**src/ctb_pkg.sv**
```systemverilog
// constants, types and helpers for the bit-timing configuration block
// What this block does
// - Resync jump width is two-bit code plus one quanta, one to four.
// - Time quantum lasts two times prescaler-plus-one module clock periods.
// - Wake filter select set: wake detect through line filter, else raw edge.
// - Phase two length is three-bit code plus one quanta, one to eight.
// - Policy bit set: programmed phase two; clear: larger of phase one, IPT.
// - Phase one length is three-bit code plus one quanta, up to eight.
// - Propagation length is three-bit code plus one quanta, one to eight.
package ctb_pkg;
   localparam logic [3:0]  OFS_PRESCALE_JUMP = 4'h0;
   localparam logic [3:0]  OFS_SEGMENTS      = 4'h4;
   localparam logic [3:0]  OFS_STATUS        = 4'h8;
   localparam logic [15:0] RST_PRESCALE_JUMP = 16'h0000;
   localparam logic [15:0] RST_SEGMENTS      = 16'h0000;
   localparam logic [15:0] MASK_PRESCALE_JUMP = 16'h00FF;
   localparam logic [15:0] MASK_SEGMENTS      = 16'h47FF;
   localparam int JUMP_LSB      = 6;
   localparam int PRESCALE_LSB  = 0;
   localparam int WAKE_BIT      = 14;
   localparam int PH2_LSB       = 8;
   localparam int POLICY_BIT    = 7;
   localparam int VOTE_BIT      = 6;
   localparam int PH1_LSB       = 3;
   localparam int PROP_LSB      = 0;
   localparam int ST_BIT        = 0;
   localparam int ST_SEG_LSB    = 1;
   localparam int ST_RESYNC     = 3;
   // information processing time in quanta
   localparam logic [3:0]  IPT_TQ = 4'h2;
   localparam int CLK_PERIOD_NS = 5;
   localparam int WAKE_FILT_NS  = 100;
   localparam logic [4:0]  WAKE_FILT_CYC =
      5'((WAKE_FILT_NS + CLK_PERIOD_NS - 1) / CLK_PERIOD_NS);
   typedef enum logic [1:0] {SEG_SYNC, SEG_PROP, SEG_PH1, SEG_PH2} ctb_seg_e;
   function automatic logic [3:0] ctb_len(input logic [2:0] code);
      ctb_len = {1'b0, code} + 4'h1;
   endfunction : ctb_len
   function automatic logic [15:0] ctb_merge(input logic [15:0] old_v,
                                             input logic [15:0] new_v,
                                             input logic [1:0]  be);
      ctb_merge = {be[1] ? new_v[15:8] : old_v[15:8], be[0] ? new_v[7:0] : old_v[7:0]};
   endfunction : ctb_merge
   function automatic logic ctb_majority(input logic [2:0] s);
      ctb_majority = (s[0] & s[1]) | (s[0] & s[2]) | (s[1] & s[2]);
   endfunction : ctb_majority
endpackage : ctb_pkg

```
**src/ctb_bit_timing.sv**
```systemverilog
// bit-timing configuration registers and bit segment engine
//
// Chosen here: the Avalon-MM register port and the address map.
`timescale 1ns/10ps
module ctb_bit_timing (
   input  wire logic        clk_in,              // module clock, 200 MHz
   input  wire logic        reset_in,            // async reset, high
   input  wire logic [3:0]  avs_address_in,      // byte address
   input  wire logic        avs_read_in,         // read request
   input  wire logic        avs_write_in,        // write request
   input  wire logic [31:0] avs_writedata_in,    // write data
   input  wire logic [3:0]  avs_byteenable_in,   // byte lanes
   output logic [31:0]      avs_readdata_out,    // read data
   output logic             avs_waitrequest_out, // stall
   input  wire logic        bus_rx_in,           // bus line, 1 = recessive
   output logic             tq_tick_out,         // quantum tick
   output logic             bit_start_out,       // bit begins
   output logic             sample_point_out,    // sample taken
   output logic             sampled_bit_out,     // last sampled bit
   output logic [1:0]       segment_out,         // current segment
   output logic             wake_event_out       // wake-up detect
);
   logic [15:0] pj_reg_ff;
   logic [15:0] seg_reg_ff;
   logic        tq_tick;
   ctb_pkg::ctb_seg_e state_ff, nxt_state;
   logic [3:0]  seg_cnt_ff, nxt_cnt;
   logic [3:0]  ph1_act_ff, nxt_ph1;
   logic [3:0]  ph2_act_ff, nxt_ph2;
   logic        resynced_ff, nxt_resynced;
   logic        sp_hit, bit_begin, early_end;
   logic        rx_prev_ff;
   logic [1:0]  hist_ff;
   logic        last_bit_ff;
   logic [4:0]  low_run_ff;
   logic        cfg_dirty_ff;
   logic [31:0] rd_mux;
   logic [3:0]  prop_len, ph1_len, ph2_prog, ph2_eff, sjw_len, ph2_left, ext;
   logic [4:0]  err;
   logic        fall, resync_ok, wr_ack, vote_on, wake_sel;

   ctb_quantum_div u_div (
      .clk_in      (clk_in),
      .reset_in    (reset_in),
      .prescale_in (pj_reg_ff[ctb_pkg::PRESCALE_LSB +: 6]),
      .tick_out    (tq_tick)
   );

   assign tq_tick_out = tq_tick;
   assign segment_out = 2'(state_ff);
   assign sampled_bit_out = last_bit_ff;

   assign sjw_len  = 4'({2'b00, pj_reg_ff[ctb_pkg::JUMP_LSB +: 2]} + 4'h1);
   assign prop_len = ctb_pkg::ctb_len(seg_reg_ff[ctb_pkg::PROP_LSB +: 3]);
   assign ph1_len  = ctb_pkg::ctb_len(seg_reg_ff[ctb_pkg::PH1_LSB +: 3]);
   assign ph2_prog = ctb_pkg::ctb_len(seg_reg_ff[ctb_pkg::PH2_LSB +: 3]);
   assign ph2_eff  = seg_reg_ff[ctb_pkg::POLICY_BIT] ? ph2_prog :
                     ((ph1_len > ctb_pkg::IPT_TQ) ? ph1_len : ctb_pkg::IPT_TQ);
   assign vote_on  = seg_reg_ff[ctb_pkg::VOTE_BIT];
   assign wake_sel = seg_reg_ff[ctb_pkg::WAKE_BIT];

   // ---------------- register bus slave
   assign wr_ack = ~avs_waitrequest_out & avs_write_in;

   always_comb begin
      rd_mux = 32'h0000_0000;
      unique case (avs_address_in)
         ctb_pkg::OFS_PRESCALE_JUMP: rd_mux = {16'h0000, pj_reg_ff};
         ctb_pkg::OFS_SEGMENTS:      rd_mux = {16'h0000, seg_reg_ff};
         ctb_pkg::OFS_STATUS: begin
            rd_mux[ctb_pkg::ST_BIT]          = last_bit_ff;
            rd_mux[ctb_pkg::ST_SEG_LSB +: 2] = 2'(state_ff);
            rd_mux[ctb_pkg::ST_RESYNC]       = resynced_ff;
         end
         default: rd_mux = 32'h0000_0000;
      endcase
   end

   // one wait cycle per access; the write lands on the edge that ends the following waitrequest-low cycle
   always_ff @(posedge clk_in or posedge reset_in) begin
      if (reset_in) begin
         avs_waitrequest_out <= 1'b1;
         avs_readdata_out    <= 32'h0000_0000;
      end else if (!avs_waitrequest_out) begin
         avs_waitrequest_out <= 1'b1;
      end else if (avs_read_in || avs_write_in) begin
         avs_waitrequest_out <= 1'b0;
         avs_readdata_out    <= avs_read_in ? rd_mux : 32'h0000_0000;
      end
   end

   always_ff @(posedge clk_in or posedge reset_in) begin
      if (reset_in) begin
         pj_reg_ff  <= ctb_pkg::RST_PRESCALE_JUMP;
         seg_reg_ff <= ctb_pkg::RST_SEGMENTS;
      end else if (wr_ack) begin
         if (avs_address_in == ctb_pkg::OFS_PRESCALE_JUMP) begin
            pj_reg_ff <= ctb_pkg::ctb_merge(pj_reg_ff, avs_writedata_in[15:0],
                                            avs_byteenable_in[1:0]) & ctb_pkg::MASK_PRESCALE_JUMP;
         end
         if (avs_address_in == ctb_pkg::OFS_SEGMENTS) begin
            seg_reg_ff <= ctb_pkg::ctb_merge(seg_reg_ff, avs_writedata_in[15:0],
                                             avs_byteenable_in[1:0]) & ctb_pkg::MASK_SEGMENTS;
         end
      end
   end

   // ---------------- segment engine
   assign fall      = rx_prev_ff & ~bus_rx_in;
   // only one resync per bit, and only on a recessive-to-dominant edge
   assign resync_ok = fall & last_bit_ff & ~resynced_ff;
   assign err       = (state_ff == ctb_pkg::SEG_PH1) ?
                      5'({1'b0, prop_len} + {1'b0, seg_cnt_ff} + 5'h01) :
                      5'({1'b0, seg_cnt_ff} + 5'h01);
   assign ext       = (err > {1'b0, sjw_len}) ? sjw_len : err[3:0];
   assign ph2_left  = 4'(ph2_act_ff - seg_cnt_ff);

   always_comb begin
      nxt_state    = state_ff;
      nxt_cnt      = seg_cnt_ff;
      nxt_ph1      = ph1_act_ff;
      nxt_ph2      = ph2_act_ff;
      nxt_resynced = resynced_ff;
      sp_hit       = 1'b0;
      bit_begin    = 1'b0;
      early_end    = 1'b0;
      if (resync_ok) begin
         unique case (state_ff)
            ctb_pkg::SEG_SYNC: nxt_resynced = resynced_ff;
            ctb_pkg::SEG_PROP,
            ctb_pkg::SEG_PH1: begin
               nxt_ph1      = 4'(ph1_act_ff + ext);
               nxt_resynced = 1'b1;
            end
            ctb_pkg::SEG_PH2: begin
               nxt_resynced = 1'b1;
               if (ph2_left <= sjw_len) begin
                  early_end = 1'b1;
               end else begin
                  nxt_ph2 = 4'(ph2_act_ff - sjw_len);
               end
            end
         endcase
      end
      if (early_end) begin
         nxt_state = ctb_pkg::SEG_SYNC;
         nxt_cnt   = 4'h0;
      end else if (tq_tick) begin
         unique case (state_ff)
            ctb_pkg::SEG_SYNC: begin
               nxt_state    = ctb_pkg::SEG_PROP;
               nxt_cnt      = 4'h0;
               nxt_ph1      = ph1_len;
               nxt_ph2      = ph2_eff;
               nxt_resynced = 1'b0;
               bit_begin    = 1'b1;
            end
            ctb_pkg::SEG_PROP: begin
               if (4'(seg_cnt_ff + 4'h1) >= prop_len) begin
                  nxt_state = ctb_pkg::SEG_PH1;
                  nxt_cnt   = 4'h0;
               end else begin
                  nxt_cnt = 4'(seg_cnt_ff + 4'h1);
               end
            end
            ctb_pkg::SEG_PH1: begin
               if (4'(seg_cnt_ff + 4'h1) >= nxt_ph1) begin
                  nxt_state = ctb_pkg::SEG_PH2;
                  nxt_cnt   = 4'h0;
                  sp_hit    = 1'b1;
               end else begin
                  nxt_cnt = 4'(seg_cnt_ff + 4'h1);
               end
            end
            ctb_pkg::SEG_PH2: begin
               if (4'(seg_cnt_ff + 4'h1) >= nxt_ph2) begin
                  nxt_state = ctb_pkg::SEG_SYNC;
                  nxt_cnt   = 4'h0;
               end else begin
                  nxt_cnt = 4'(seg_cnt_ff + 4'h1);
               end
            end
         endcase
      end
   end

   always_ff @(posedge clk_in or posedge reset_in) begin
      if (reset_in) begin
         state_ff         <= ctb_pkg::SEG_SYNC;
         seg_cnt_ff       <= 4'h0;
         ph1_act_ff       <= 4'h1;
         ph2_act_ff       <= 4'h1;
         resynced_ff      <= 1'b0;
         bit_start_out    <= 1'b0;
         sample_point_out <= 1'b0;
      end else begin
         state_ff         <= nxt_state;
         seg_cnt_ff       <= nxt_cnt;
         ph1_act_ff       <= nxt_ph1;
         ph2_act_ff       <= nxt_ph2;
         resynced_ff      <= nxt_resynced;
         bit_start_out    <= bit_begin;
         sample_point_out <= sp_hit;
      end
   end

   // ---------------- sampling: two preceding quanta plus the sample point
   always_ff @(posedge clk_in or posedge reset_in) begin
      if (reset_in) begin
         rx_prev_ff  <= 1'b1;
         hist_ff     <= 2'b11;
         last_bit_ff <= 1'b1;
      end else begin
         rx_prev_ff <= bus_rx_in;
         if (tq_tick) begin
            hist_ff <= {hist_ff[0], bus_rx_in};
         end
         if (sp_hit) begin
            last_bit_ff <= vote_on ? ctb_pkg::ctb_majority({hist_ff, bus_rx_in})
                                   : bus_rx_in;
         end
      end
   end

   // ---------------- wake-up detect; the filter rejects glitches shorter than its span
   always_ff @(posedge clk_in or posedge reset_in) begin
      if (reset_in) begin
         low_run_ff     <= 5'h00;
         wake_event_out <= 1'b0;
      end else begin
         if (bus_rx_in) begin
            low_run_ff <= 5'h00;
         end else if (low_run_ff != ctb_pkg::WAKE_FILT_CYC) begin
            low_run_ff <= 5'(low_run_ff + 5'h01);
         end
         wake_event_out <= wake_sel ?
            (!bus_rx_in && low_run_ff == 5'(ctb_pkg::WAKE_FILT_CYC - 5'h01)) : fall;
      end
   end

   // helper: configuration written since the current bit began
   always_ff @(posedge clk_in or posedge reset_in) begin
      if (reset_in) begin
         cfg_dirty_ff <= 1'b1;
      end else if (wr_ack) begin
         cfg_dirty_ff <= 1'b1;
      end else if (bit_begin) begin
         cfg_dirty_ff <= 1'b0;
      end
   end

   sync_quantum_a: assert property (@(posedge clk_in) disable iff (reset_in)
      (state_ff == ctb_pkg::SEG_SYNC && tq_tick) |=> (state_ff == ctb_pkg::SEG_PROP && bit_start_out))
      else $error("sync quantum not followed by propagation");
   sample_place_a: assert property (@(posedge clk_in) disable iff (reset_in)
      sample_point_out |-> (state_ff == ctb_pkg::SEG_PH2 && seg_cnt_ff == 4'h0
                            && $past(state_ff) == ctb_pkg::SEG_PH1))
      else $error("sample point not at end of phase one");
   prop_length_a: assert property (@(posedge clk_in) disable iff (reset_in)
      (state_ff == ctb_pkg::SEG_PROP && !cfg_dirty_ff) |-> seg_cnt_ff < prop_len)
      else $error("propagation segment too long");
   ph1_length_a: assert property (@(posedge clk_in) disable iff (reset_in)
      (state_ff == ctb_pkg::SEG_PH1 && !cfg_dirty_ff && !resynced_ff)
      |-> (seg_cnt_ff < ph1_len && ph1_act_ff == ph1_len))
      else $error("phase one length wrong");
   ph2_length_a: assert property (@(posedge clk_in) disable iff (reset_in)
      (state_ff == ctb_pkg::SEG_PH2 && !cfg_dirty_ff && !resynced_ff)
      |-> (seg_cnt_ff < ph2_eff && ph2_act_ff == ph2_eff))
      else $error("phase two length wrong");
   ph2_policy_a: assert property (@(posedge clk_in) disable iff (reset_in)
      !seg_reg_ff[ctb_pkg::POLICY_BIT] |-> (ph2_eff >= ctb_pkg::IPT_TQ && ph2_eff >= ph1_len))
      else $error("phase two below phase one or processing time");
   jump_bound_a: assert property (@(posedge clk_in) disable iff (reset_in)
      (state_ff == ctb_pkg::SEG_PH1 && !cfg_dirty_ff)
      |-> 5'(ph1_act_ff) <= 5'({1'b0, ph1_len} + {1'b0, sjw_len}))
      else $error("resync extension exceeds jump width");
   triple_vote_a: assert property (@(posedge clk_in) disable iff (reset_in)
      (sp_hit && vote_on && hist_ff == 2'b00) |=> !last_bit_ff)
      else $error("majority vote ignored");
   single_sample_a: assert property (@(posedge clk_in) disable iff (reset_in)
      (sp_hit && !vote_on) |=> last_bit_ff == $past(bus_rx_in))
      else $error("single sample not taken");
   wake_filter_a: assert property (@(posedge clk_in) disable iff (reset_in)
      (wake_event_out && $past(wake_sel)) |-> low_run_ff == ctb_pkg::WAKE_FILT_CYC)
      else $error("wake without filtered low run");
   bus_answer_a: assert property (@(posedge clk_in) disable iff (reset_in)
      ((avs_read_in || avs_write_in) && avs_waitrequest_out) |=> !avs_waitrequest_out ##1 avs_waitrequest_out)
      else $error("bus answer not one cycle");

   vote_cov_c:   cover property (@(posedge clk_in) disable iff (reset_in) sp_hit && vote_on);
   extend_cov_c: cover property (@(posedge clk_in) disable iff (reset_in)
      resync_ok && state_ff == ctb_pkg::SEG_PH1);
   early_cov_c:  cover property (@(posedge clk_in) disable iff (reset_in) early_end);
   wake_cov_c:   cover property (@(posedge clk_in) disable iff (reset_in) wake_event_out && wake_sel);
endmodule : ctb_bit_timing

```
**src/ctb_quantum_div.sv**
```systemverilog
// time quantum divider: one-cycle tick every 2*(prescale+1) clocks
`timescale 1ns/10ps
module ctb_quantum_div (
   input  wire logic       clk_in,      // module clock
   input  wire logic       reset_in,    // async reset, high
   input  wire logic [5:0] prescale_in, // prescaler field
   output logic            tick_out     // quantum tick
);
   logic [6:0] cnt_ff;
   logic [6:0] terminal;
   logic [7:0] gap_ff;
   logic [5:0] pre_last_ff;
   logic       steady_ff;

   assign terminal = {prescale_in, 1'b1};

   // compare with >= so a smaller prescale written mid-count cannot overrun
   always_ff @(posedge clk_in or posedge reset_in) begin
      if (reset_in) begin
         cnt_ff   <= 7'h00;
         tick_out <= 1'b0;
      end else if (cnt_ff >= terminal) begin
         cnt_ff   <= 7'h00;
         tick_out <= 1'b1;
      end else begin
         cnt_ff   <= 7'(cnt_ff + 7'h01);
         tick_out <= 1'b0;
      end
   end

   // helper: clocks since the previous tick
   always_ff @(posedge clk_in or posedge reset_in) begin
      if (reset_in) begin
         gap_ff <= 8'h00;
      end else if (tick_out) begin
         gap_ff <= 8'h01;
      end else if (gap_ff != 8'hFF) begin
         gap_ff <= 8'(gap_ff + 8'h01);
      end
   end

   // helper: prescale unchanged over the whole interval, else the spacing is mixed
   always_ff @(posedge clk_in or posedge reset_in) begin
      if (reset_in) begin
         pre_last_ff <= 6'h00;
         steady_ff   <= 1'b1;
      end else begin
         pre_last_ff <= prescale_in;
         if (tick_out) begin
            steady_ff <= 1'b1;
         end else if (prescale_in != pre_last_ff) begin
            steady_ff <= 1'b0;
         end
      end
   end

   tq_spacing_a: assert property (@(posedge clk_in) disable iff (reset_in)
      (tick_out && gap_ff != 8'h00 && steady_ff && $past(tick_out) == 1'b0)
      |-> (gap_ff == 8'({1'b0, prescale_in} + 7'h01) * 8'h02))
      else $error("quantum spacing wrong");
endmodule : ctb_quantum_div

```
**config.mk**
```make
export PLATFORM = sky130hd
export DESIGN_NAME = ctb_bit_timing
export DESIGN_NICKNAME = d
export VERILOG_FILES = /design/src/ctb_pkg.sv /design/src/ctb_bit_timing.sv /design/src/ctb_quantum_div.sv
export SDC_FILE = /design/constraint.sdc
export NUM_CORES = 1
export LEC_CHECK = 0
export BUFFER_PORTS_ARGS = -buffer_cell sky130_fd_sc_hd__buf_2
export CORE_UTILIZATION = 56
export DETAILED_ROUTE_END_ITERATION = 7
export GPL_TIMING_DRIVEN = 0
export HOLD_SLACK_MARGIN = 0.03
export PLACE_DENSITY = 0.77
export SLEW_MARGIN = 20
export SYNTH_ARGS = -nofsm -noshare
export SYNTH_HDL_FRONTEND = slang
export SYNTH_HIERARCHICAL = 1
export SYNTH_SLANG_ARGS = --single-unit
```
**constraint.sdc**
```tcl
create_clock -name clk_in -period 5.5 [get_ports clk_in]
set_input_delay 0.55 -clock clk_in [delete_from_list [all_inputs] [get_ports clk_in]]
set_output_delay 0.55 -clock clk_in [all_outputs]
set_load 0.01 [all_outputs]
```
# [Word-level counts from Yosys, hierarchy flattened]
# Cells that the tools add are included.
[classes] add_sub_neg=13 magnitude_cmp=7 n_eq_ne=10 n_mux=53 bitwise=12 reduce_logical=14
[op_table] op="2-to-1 mux 4 bit" count=19
[op_table] op="2-to-1 mux 32 bit" count=1
[op_table] op="one-hot mux 11 bit (2 select lines)" count=1
[op_table] op="2-to-1 mux 1 bit" count=19
[op_table] op="one-hot mux 4 bit (4 select lines)" count=1
[op_table] op="2-to-1 mux 5 bit" count=3
[op_table] op="adder 3 x 1 -> 4 bit, second input constant" count=3
[op_table] op="greater-or-equal comparator 4 bit" count=3
[op_table] op="one-hot mux 4 bit (3 select lines)" count=1
[op_table] op="adder 5 x 1 -> 5 bit, second input constant" count=2
[op_table] op="2-to-1 mux 2 bit" count=5
[op_table] op="AND reduction 3 bit" count=3
[op_table] op="one-hot mux 2 bit (4 select lines)" count=1
[op_table] op="adder 7 x 1 -> 7 bit, second input constant" count=1
[op_table] op="AND 1 bit" count=7
[op_table] op="greater-or-equal comparator 7 bit" count=1
[op_table] op="2-to-1 mux 7 bit" count=1
[op_table] op="inequality test 3 bit, second input constant" count=2
[op_table] op="adder 4 x 1 -> 5 bit, second input constant" count=1
[op_table] op="adder 4 x 4 -> 5 bit" count=1
[op_table] op="== test 5 bit, second input constant" count=1
[op_table] op="> comparator 5 x 3 -> 1 bit" count=1
[op_table] op="inequality test 5 bit, second input constant" count=1
[op_table] op="adder 4 x 1 -> 4 bit, second input constant" count=1
[op_table] op="24 further kinds" count=29
[totals] regBits=88 input_bits=45 output_inout_bits=40 wordCells=128

# [Logic depth before layout (Yosys ltp)]
# Gate-level depths: netlist (run 1).
[logic_depth] ltp_word=14 depth_mapped=23 ltp_nobuf=22

# [By module]
# The synthesis (run 1) kept the hierarchy.
[by_module_without_submodules] module="ctb_bit_timing" n_inst=1 cells_each=387 area_per_inst_um2=4077.7 seq_area_each_um2=1510.2
[by_module_without_submodules] module="ctb_quantum_div" n_inst=1 cells_each=50 area_per_inst_um2=488.0 seq_area_each_um2=200.2

# [Worst setup path before layout (run 1)]
# Ideal clock, no wire load.
[synth_path] path_kind="reg2reg" start="register seg_reg_ff[0]" end="register seg_cnt_ff[1]" setup_ns=0.101 t_arrival_ns=4.397 t_required_ns=5.399 slack_ns=1.003 path_stages_with_launch=22 n_path_buf=0 synth_period_minus_slack_ns=4.497 path_cell_list="dfrtp_1 > ha_1 > inv_1 > fa_1 > mux2i_1 > ha_1 > nor2b_1 > o21a_1 > o21ai_0 > o311ai_2 > mux2_2 > ha_1 > a21o_1 > a21oi_1 > nor2_1 > xnor2_1 > ha_1 > a21oi_1 > o211ai_1 > a31oi_2 > nand3_1 > o32ai_1"
[synth_via] elab_chain_len=14 word_cells_on_any_way=16 classes_between="add/sub (4); order compare (3); mux (9)"
[synth_rtl] element="start: declaration" line="ctb_bit_timing.sv:24" rtl="logic [15:0] seg_reg_ff;"
[synth_rtl] element="start signal: assignment" line="ctb_bit_timing.sv:95" rtl="seg_reg_ff <= ctb_pkg::RST_SEGMENTS;"
[synth_rtl] element="start signal: assignment" line="ctb_bit_timing.sv:102" rtl="seg_reg_ff <= ctb_pkg::ctb_merge(seg_reg_ff, avs_writedata_in[15:0],"
[synth_rtl] element="adder 3 x 1 -> 4 bit *" line="ctb_pkg.sv:37" rtl="ctb_len = {1'b0, code} + 4'h1;"
[synth_rtl] element="adder 4 x 4 -> 5 bit" line="ctb_bit_timing.sv:113" rtl="5'({1'b0, prop_len} + {1'b0, seg_cnt_ff} + 5'h01) :"
[synth_rtl] element="adder 5 x 1 -> 5 bit" line="ctb_bit_timing.sv:113"
[synth_rtl] element="2-to-1 mux 5 bit" line="ctb_bit_timing.sv:112" rtl="assign err = (state_ff == ctb_pkg::SEG_PH1) ?"
[synth_rtl] element="> comparator 5 x 3 -> 1 bit" line="ctb_bit_timing.sv:115" rtl="assign ext = (err > {1'b0, sjw_len}) ? sjw_len : err[3:0];"
[synth_rtl] element="2-to-1 mux 4 bit" line="ctb_bit_timing.sv:115"
[synth_rtl] element="adder 4 bit" line="ctb_bit_timing.sv:132" rtl="nxt_ph1 = 4'(ph1_act_ff + ext);"
[synth_rtl] element="2-to-1 mux 4 bit" line="ctb_bit_timing.sv:128" rtl="unique case (state_ff)"
[synth_rtl] element="2-to-1 mux 4 bit" line="ctb_bit_timing.sv:127" rtl="if (resync_ok) begin"
[synth_rtl] element="greater-or-equal comparator 4 bit" line="ctb_bit_timing.sv:167" rtl="if (4'(seg_cnt_ff + 4'h1) >= nxt_ph1) begin"
[synth_rtl] element="2-to-1 mux 4 bit" line="ctb_bit_timing.sv:167"
[synth_rtl] element="one-hot mux 4 bit (4 select lines) *" line="ctb_bit_timing.sv:149" rtl="unique case (state_ff)"
[synth_rtl] element="2-to-1 mux 4 bit *" line="ctb_bit_timing.sv:148" rtl="end else if (tq_tick) begin"
[synth_rtl] element="2-to-1 mux 4 bit *" line="ctb_bit_timing.sv:145" rtl="if (early_end) begin"
[synth_rtl] element="end signal: assignment" line="ctb_bit_timing.sv:198" rtl="seg_cnt_ff <= nxt_cnt;"
[synth_rtl] element="end: declaration" line="ctb_bit_timing.sv:27" rtl="logic [3:0] seg_cnt_ff, nxt_cnt;"
# Mark *: on every way between the ends. The rest lies on a longest branch, timed or not. The select of a mux whose other input is x is not followed.
# A chain may end at the register's enable or synchronous reset.

# [Final worst setup path (run 1)]
# Same ends and word-level chain as after synthesis.

==> flow_summary_export.csv, run 1 <==
group,metric,value,unit
run_status,status,"finished clean",
setup_path,r2r_setup_slack,0.35,ns
final_layout,final_nets,610,
setup_path,r2r-start,"seg_reg_ff[0]",
yosys,synth_warnings,6,
floorplanning,fp.dieH,92.3,microns
yosys,synth_ff_type,"dfrtp_1",
power,power_density,484,nW/um^2
route,avgRoutedWirePerCell,16.5,microns
placement,io_buffers,41,
route,vias,3417,
sta,setup_viol,0,
final_layout,n_antenna_cell,0,
yosys,synth_commonest_cells,"dfrtp_1 (61), ha_1 (50), inv_1 (41)",
floorplanning,core-area,7810,sq um
yosys,synthTopCellsByArea,"dfrtp_1 (33%), ha_1 (14%), mux2_2 (5.7%)",
placement,dp_hpwl,7.71,mm
power,vdd_drop_max,246,uV
setup_path,r2r-end,"seg_cnt_ff[1]",
worst_hold_path,hold_class,"primary input to async pin",
grt,grt.total_usage,26.0,%
setup_path,crit_arrival,5.41,ns
yosys,async_flop_share,100,%
yosys,synth.cell_area,4570,sq um
route,drc,0,
floorplanning,fp.dieW,92.3,microns
floorplanning,num_rows,32,
sta,final_hold_viol_count,0,
placement,finalWeightedCongestion,0.910,
setup_path,rr_worst_depth,21,
sta,min_period_over_period,93.7,%
clock_tree,root_buffer,"clkbuf_8",
final_layout,final_util,67.9,%
grt,gr-total-overflow,0,
final_layout,drive_above_1_share,26.6,%
clock_tree,ctsHtreeMaxLevel,3,
route,wl,10.2,mm
grt,use_met2,45.0,%
yosys,synth_edf_count,0,
route,vias_per_cell,5.53,
setup_path,crit_type,"register to register",
route,first_iter_violations,195,
floorplanning,ios,85,
sta,tightest_slew,0.596,ns
route,drtPass1Iterations,5,
sta,min_period,5.15,ns
grt,antenna_found_initial,0,
final_layout,area_growth_syn_to_layout,16.0,%
yosys,ys_types,62,
power,leakage,2.71,nW
setup_path,cp-end-kind,"register",
setup_path,cp_slowest_stage_delay,0.55,ns
yosys,synth_most_common_cell,"dfrtp_1",
setup_path,crit_path_top_delay_cell,"fa_1",
sta,fin_skew,0.0124,ns
yosys,synth_top_area_cell,"dfrtp_1",
yosys,synth_top_area_share,33.4,%
floorplanning,die_area,8520,sq um
sta,rsz0062_at_grt,"no",
clock_tree,cts_buffer_depth,2,
sta,max_freq,0.194,GHz
setup_path,crit_required,5.75,ns
grt,use_met1,31.9,%
floorplanning,initial_core_util,58.5,%
sta,finalSetupTns,0,ns
setup_path,crit_top_cell,"ha_1",
yosys,synthCells,437,
sta,drv_slew,0,
grt,grtUsageMet3,5.01,%
grt,gr-max-usage-layer,"met2",
grt,grt_pass1_wl,16.8,mm
sta,relSlewSlack,60.3,%
yosys,ys_ff_latch,68,
setup_path,crit_chain,"ha_1, inv_1, fa_1, mux2i_4, ha_1, nor2b_1, o21a_1, o21ai_0, o311ai_2, mux2_2, ha_1, a21o_1, a21oi_1, nor2_1, xnor2_1, ha_1, a21oi_1, o211ai_1, a31oi_2, nand3_1, o32ai_1",
setup_path,path_max_fanout,5,
setup_path,cp-start-kind,"register",
clock_tree,insertion_delay,0.36,ns
flow_run,maxCapViolations,0,
clock_tree,cts-buffers-inserted,9,
clock_tree,hold_buffers,0,
grt,grt_pass1_vias,3509,
yosys,syn_area_per_cell,10.4,sq um
yosys,synth_seq_area_share,37.5,%
route,ant_nets,0,
clock_tree,clock_sinks,68,
clock_tree,clk_pin_slew,0.07,ns
grt,grt_max_degree,60,
clock_tree,cts_tree,"yes",
## worst max-delay path, delay by kind of cell, from the launching register on
kind | cells | cell delay [ns]
buffers and inverters | 1 | 0.07
and+or+nand+nor | 3 | 0.34
xor gates and xnor gates | 1 | 0.24
muxes | 2 | 0.42
DFF | 1 | 0.43
AOI/OAI and AO/OA | 9 | 1.78
adders and majority gates | 5 | 1.76
## kinds of logic (layout without fill, tap and decap cells)
kind of cell | Yosys count | count (layout) | synth area share (%)
flip-flops | 68 | 68 | 37.5
other | 1 | 20 | 0.0821
AND/OR/NAND/NOR | 104 | 104 | 12.7
XOR/XNOR | 21 | 21 | 4.19
buffers and inverters | 71 | 131 | 7.92
AO/OA/AOI/OAI | 74 | 74 | 11.7
multiplexers | 44 | 44 | 10.5
adder cells (fa/ha/maj) | 54 | 54 | 15.5
## through the flow
stage | cell area, sq um | std cells | power (W) | setup WS, ns | hold WS, ns
floorplan | 4640 | 456 | 0.00168 | 1.00 | 0.366
global placement | 4970 | 599 | 0.00190 | 0.417 | 0.468
detailed placement | 5000 | 600 | 0.00198 | 0.213 | 0.432
CTS | 5270 | 616 | 0.00253 | 0.204 | 0.0539
global route | 5300 | 618 | 0.00277 | 0.00661 | 0.0518
finish | 5300 | 618 | 0.00256 | 0.347 | 0.0564
## layout by cell type, fill, tap and decap left out, types with 3 or more instances in the layout
cell | synthesis | final
xnor2_1 | 10 | 10
a21oi_1 | 19 | 19
clkbuf_1 | 4 | 4
a222oi_1 | 4 | 4
clkbuf_8 | 0 | 9
nor2b_1 | 6 | 6
nor3_1 | 10 | 10
fa_1 | 4 | 4
nand3_2 | 3 | 3
buf_4 | 20 | 23
bufinv_16 | 0 | 4
a22o_1 | 4 | 4
inv_1 | 41 | 40
nor2_1 | 23 | 23
a31oi_1 | 5 | 5
buf_2 | 3 | 44
o21a_1 | 3 | 3
nand3b_1 | 3 | 3
o21ai_0 | 16 | 16
nand2_1 | 20 | 20
dfstp_2 | 7 | 7
or3_1 | 3 | 3
and3_1 | 3 | 3
conb_1 | 1 | 20
nand2b_1 | 7 | 7
mux2i_1 | 19 | 18
mux2_2 | 23 | 23
ha_1 | 50 | 50
xor2_1 | 10 | 10
dfrtp_1 | 61 | 60
nand3_1 | 11 | 11
nand4_1 | 4 | 4
a211oi_1 | 3 | 3
## power breakdown
| group | switching [W] | total (W) | internal [W] |
|---|---|---|---|
| logic | 0.000691 | 0.00128 | 0.000587 |
| clock network | 0.000200 | 0.000548 | 0.000349 |
| registers | 0.000127 | 0.000737 | 0.000610 |
## layer usage
metal	wire length, microns	part of all wire (%)
met5	0	0
met1	4350	43
met2	5170	51
met3	504	4.9
met4	193	1.9
## state kept, by name (all words and copies together), names as in the netlist, 4 cells and up
signal / flops
avs_readdata_out: 12
seg_reg_ff: 12
pj_reg_ff: 8
u_div/cnt_ff: 7
low_run_ff: 5
ph1_act_ff: 4
ph2_act_ff: 4
seg_cnt_ff: 4
## worst max path at each step
stage | startpoint | to | slack [ns]
final | seg_reg_ff[0] | seg_cnt_ff[1] | 0.35
after global routing | seg_reg_ff[0] | seg_cnt_ff[1] | 0.007
after CTS | seg_cnt_ff[0] | seg_cnt_ff[1] | 0.20
after detailed placement | seg_cnt_ff[0] | seg_cnt_ff[1] | 0.21
after global placement | seg_cnt_ff[0] | seg_cnt_ff[1] | 0.42
after floorplan | seg_reg_ff[0] | seg_cnt_ff[1] | 1.00
## repair_timing
action,in CTS,in global routing
setup endpoints to repair,0,7
gates resized for setup,0,3
buffers inserted,0,3
endpoints found under the hold margin,0,0
## layout make-up
cell class,count,area [sq um]
Buffer,29,204
Clock buffer,10,128
Clock inverter,6,138
Fill cell,601,2510
Inverter,41,156
Multi-Input combinational cell,317,2580
Sequential cell,68,1710
Tap cell,102,128
Timing Repair Buffer,45,255
Power figures use the tool's default switching activity.
==> inputs of run 2 (changes only) <==
--- a/config.mk
+++ b/config.mk
@@ -5,6 +5,8 @@
 export SDC_FILE = /design/constraint.sdc
 export NUM_CORES = 1
 export LEC_CHECK = 0
+export ABC_AREA = 1
+export ABC_CLOCK_PERIOD_IN_PS = 5500
 export BUFFER_PORTS_ARGS = -buffer_cell sky130_fd_sc_hd__buf_2
 export CORE_UTILIZATION = 56
 export DETAILED_ROUTE_END_ITERATION = 7
==> run 2 against run 1 <==
Clock power is 16% lower. Hold slack better by 0.11 ns. Die area is the same. Clock skew down 0.0050 ns. Clock-buffer cell count down 1. Via count up 11%. Synthesized cell count up 27%. Final cell count is 19% higher. Core utilization shrank 0.90 points. Sequential cell count did not move. Fmax grew 2.8%. Critical path depth is 4 higher. Highest routed layer unchanged.
==> flow_summary_export.csv, run 2 <==
group,metric,value,unit
run_status,status,"finished clean",
clock_tree,insertion_delay,0.35,ns
yosys,ys_ff_latch,68,
yosys,syn_area_per_cell,8.20,sq um
route,ant_nets,0,
grt,grt_pass1_wl,17.0,mm
clock_tree,ctsHtreeMaxLevel,3,
setup_path,cp.buffers_inverters,5,
sta,final_hold_viol_count,0,
yosys,synth_seq_area_share,37.5,%
grt,antenna_found_initial,0,
route,first_iter_violations,165,
floorplanning,num_rows,32,
route,drtPass1Iterations,4,
worst_hold_path,hold_class,"primary input to async pin",
yosys,synthCells,557,
floorplanning,fp.dieW,92.3,microns
sta,tightest_slew,0.537,ns
yosys,synth_top_area_cell,"dfrtp_1",
sta,finalSetupTns,0,ns
route,vias,3805,
yosys,async_flop_share,100,%
power,vdd_drop_max,334,uV
placement,io_buffers,42,
power,power_density,435,nW/um^2
sta,fin_skew,0.00742,ns
sta,drv_slew,0,
grt,gr-total-overflow,0,
grt,gr-max-usage-layer,"met2",
sta,rsz0062_at_grt,"no",
clock_tree,cts_buffer_depth,2,
clock_tree,root_buffer,"clkbuf_8",
route,drc,0,
final_layout,drive_above_1_share,17.5,%
setup_path,crit_type,"register to register",
yosys,synthTopCellsByArea,"dfrtp_1 (33%), ha_1 (14%), nand2_1 (9.8%)",
yosys,synth_most_common_cell,"nand2_1",
placement,dp_hpwl,7.72,mm
yosys,synth_commonest_cells,"nand2_1 (119), inv_1 (95), dfrtp_1 (61)",
placement,finalWeightedCongestion,0.834,
yosys,synth_edf_count,0,
sta,max_freq,0.199,GHz
final_layout,area_growth_syn_to_layout,14.5,%
sta,min_period_over_period,91.2,%
final_layout,top_regs,"avs_readdata_out (12), seg_reg_ff (12), pj_reg_ff (8)",
clock_tree,clock_sinks,68,
sta,setup_viol,0,
route,vias_per_cell,5.16,
setup_path,cp_slowest_stage_delay,0.60,ns
yosys,ys_types,45,
yosys,synth_warnings,6,
sta,min_period,5.01,ns
final_layout,final_common_cell,"nand2_1",
route,avgRoutedWirePerCell,13.7,microns
clock_tree,cts-buffers-inserted,9,
final_layout,n_antenna_cell,0,
setup_path,path_max_fanout,8,
setup_path,cpLargestDelayFamily,"adder cells",
setup_path,crit_path_top_delay_cell,"dfrtp_1",
grt,use_met2,44.7,%
final_layout,mostFrequentLayoutCells,"nand2_1 (119), inv_1 (94), dfrtp_1 (61)",
floorplanning,fp.dieH,92.3,microns
floorplanning,initial_core_util,58.5,%
setup_path,crit_required,5.77,ns
floorplanning,ios,85,
grt,grt_pass1_vias,3717,
yosys,synth.cell_area,4570,sq um
grt,grt.total_usage,25.7,%
power,leakage,2.84,nW
yosys,synth_ff_type,"dfrtp_1",
clock_tree,clk_pin_slew,0.08,ns
floorplanning,core-area,7810,sq um
setup_path,crit_arrival,5.29,ns
yosys,synth_top_area_share,33.4,%
final_layout,final_nets,729,
grt,grt_max_degree,61,
grt,use_met1,32.0,%
sta,relSlewSlack,64.1,%
clock_tree,cts_tree,"yes",
setup_path,cp-start-kind,"register",
route,wl,10.1,mm
floorplanning,die_area,8520,sq um
final_layout,final_util,67.0,%
setup_path,cp-end-kind,"register",
grt,grtUsageMet3,2.96,%
flow_run,maxCapViolations,0,
run 2: changes by cell type in the layout (fill, tap and decap cells not counted), moves of 17 or more:
cell	delta
inv_1	+54
o21ai_0	+19
mux2i_1	-17
mux2_2	-19
nand3_1	+19
nand2_1	+99
run 2: kinds of logic after synthesis:
family / Yosys count / share of synthesized area (%)
flip-flops: 68 / 37.5
other: 1 / 0.0821
AND/OR/NAND/NOR: 209 / 20.5
adder cells (fa/ha/maj): 54 / 15.5
AO/OA/AOI/OAI: 82 / 10.5
XOR/XNOR: 14 / 2.69
buffers and inverters: 124 / 12.1
multiplexers: 5 / 1.21
run 2: metrics by stage:
| step | hold WS (ns) | total power [W] | instances | setup WS (ns) | instance area, sq um |
|---|---|---|---|---|---|
| 6_report | 0.165 | 0.00227 | 737 | 0.486 | 5230 |
| 2_1_floorplan | 0.366 | 0.00153 | 576 | 1.24 | 4640 |
| 4_1_cts | 0.155 | 0.00227 | 737 | 0.418 | 5230 |
| 3_5_place_dp | 0.461 | 0.00181 | 721 | 0.445 | 5000 |
| 5_1_grt | 0.186 | 0.00248 | 737 | 0.0927 | 5230 |
| 3_3_place_gp | 0.463 | 0.00173 | 720 | 0.619 | 4970 |
run 2: worst register-to-register path, delay by kind of cell, from the launching register on:
| kind | cells | cell delay [ns] |
|---|---|---|
| fa+ha+maj | 6 | 1.81 |
| compound gates | 6 | 1.07 |
| simple gates | 6 | 0.70 |
| flops | 1 | 0.60 |
| buf+inv | 5 | 0.41 |
| xor+xnor | 2 | 0.36 |
run 2: timing repair:
item                                    in CTS  in global routing
endpoints found under the setup margin       0                  1
setup buffers                                0                  0
hold buffers                                 0                  0
endpoints found under the hold margin        0                  0
gates resized for setup                      0                  1
run 2: cell type report:
| class | count | area [sq um] |
|---|---|---|
| Timing Repair Buffer | 43 | 238 |
| Buffer | 27 | 189 |
| Clock buffer | 9 | 124 |
| Fill cell | 666 | 2580 |
| Tap cell | 102 | 128 |
| Multi-Input combinational cell | 384 | 2370 |
| Sequential cell | 68 | 1710 |
| Clock inverter | 7 | 98.8 |
| Inverter | 97 | 367 |
run 2: routing by layer:
metal,part of all wire (%),wire length (microns)
met3,3.6,369
met2,50,5100
met1,44,4420
met5,0,0
met4,2.2,223
run 2: report_power, final:
group | internal [W] | leakage (nW) | switching, W | total [W]
registers | 0.000625 | 0.850 | 0.000115 | 0.000740
logic | 0.000423 | 1.88 | 0.000648 | 0.00107
clock network | 0.000257 | 0.110 | 0.000204 | 0.000461
total | 0.00131 | 2.84 | 0.000967 | 0.00227
run 2: worst paths after layout:
check / startpoint / end / slack (ns) / depth (start not counted)
worst max register to register: seg_cnt_ff[0] / seg_cnt_ff[0] / 0.49 / 25
worst min-delay path: reset_in / u_div/tick_out / 0.16 / 2
min in group clk_in: bus_rx_in / rx_prev_ff / 0.35 / 1
max in group asynchronous: reset_in / ph2_act_ff[0] / 4.94 / 3
worst min register to register: avs_readdata_out[0] / avs_readdata_out[0] / 0.49 / 2
worst max-delay path: seg_cnt_ff[0] / seg_cnt_ff[0] / 0.49 / 25
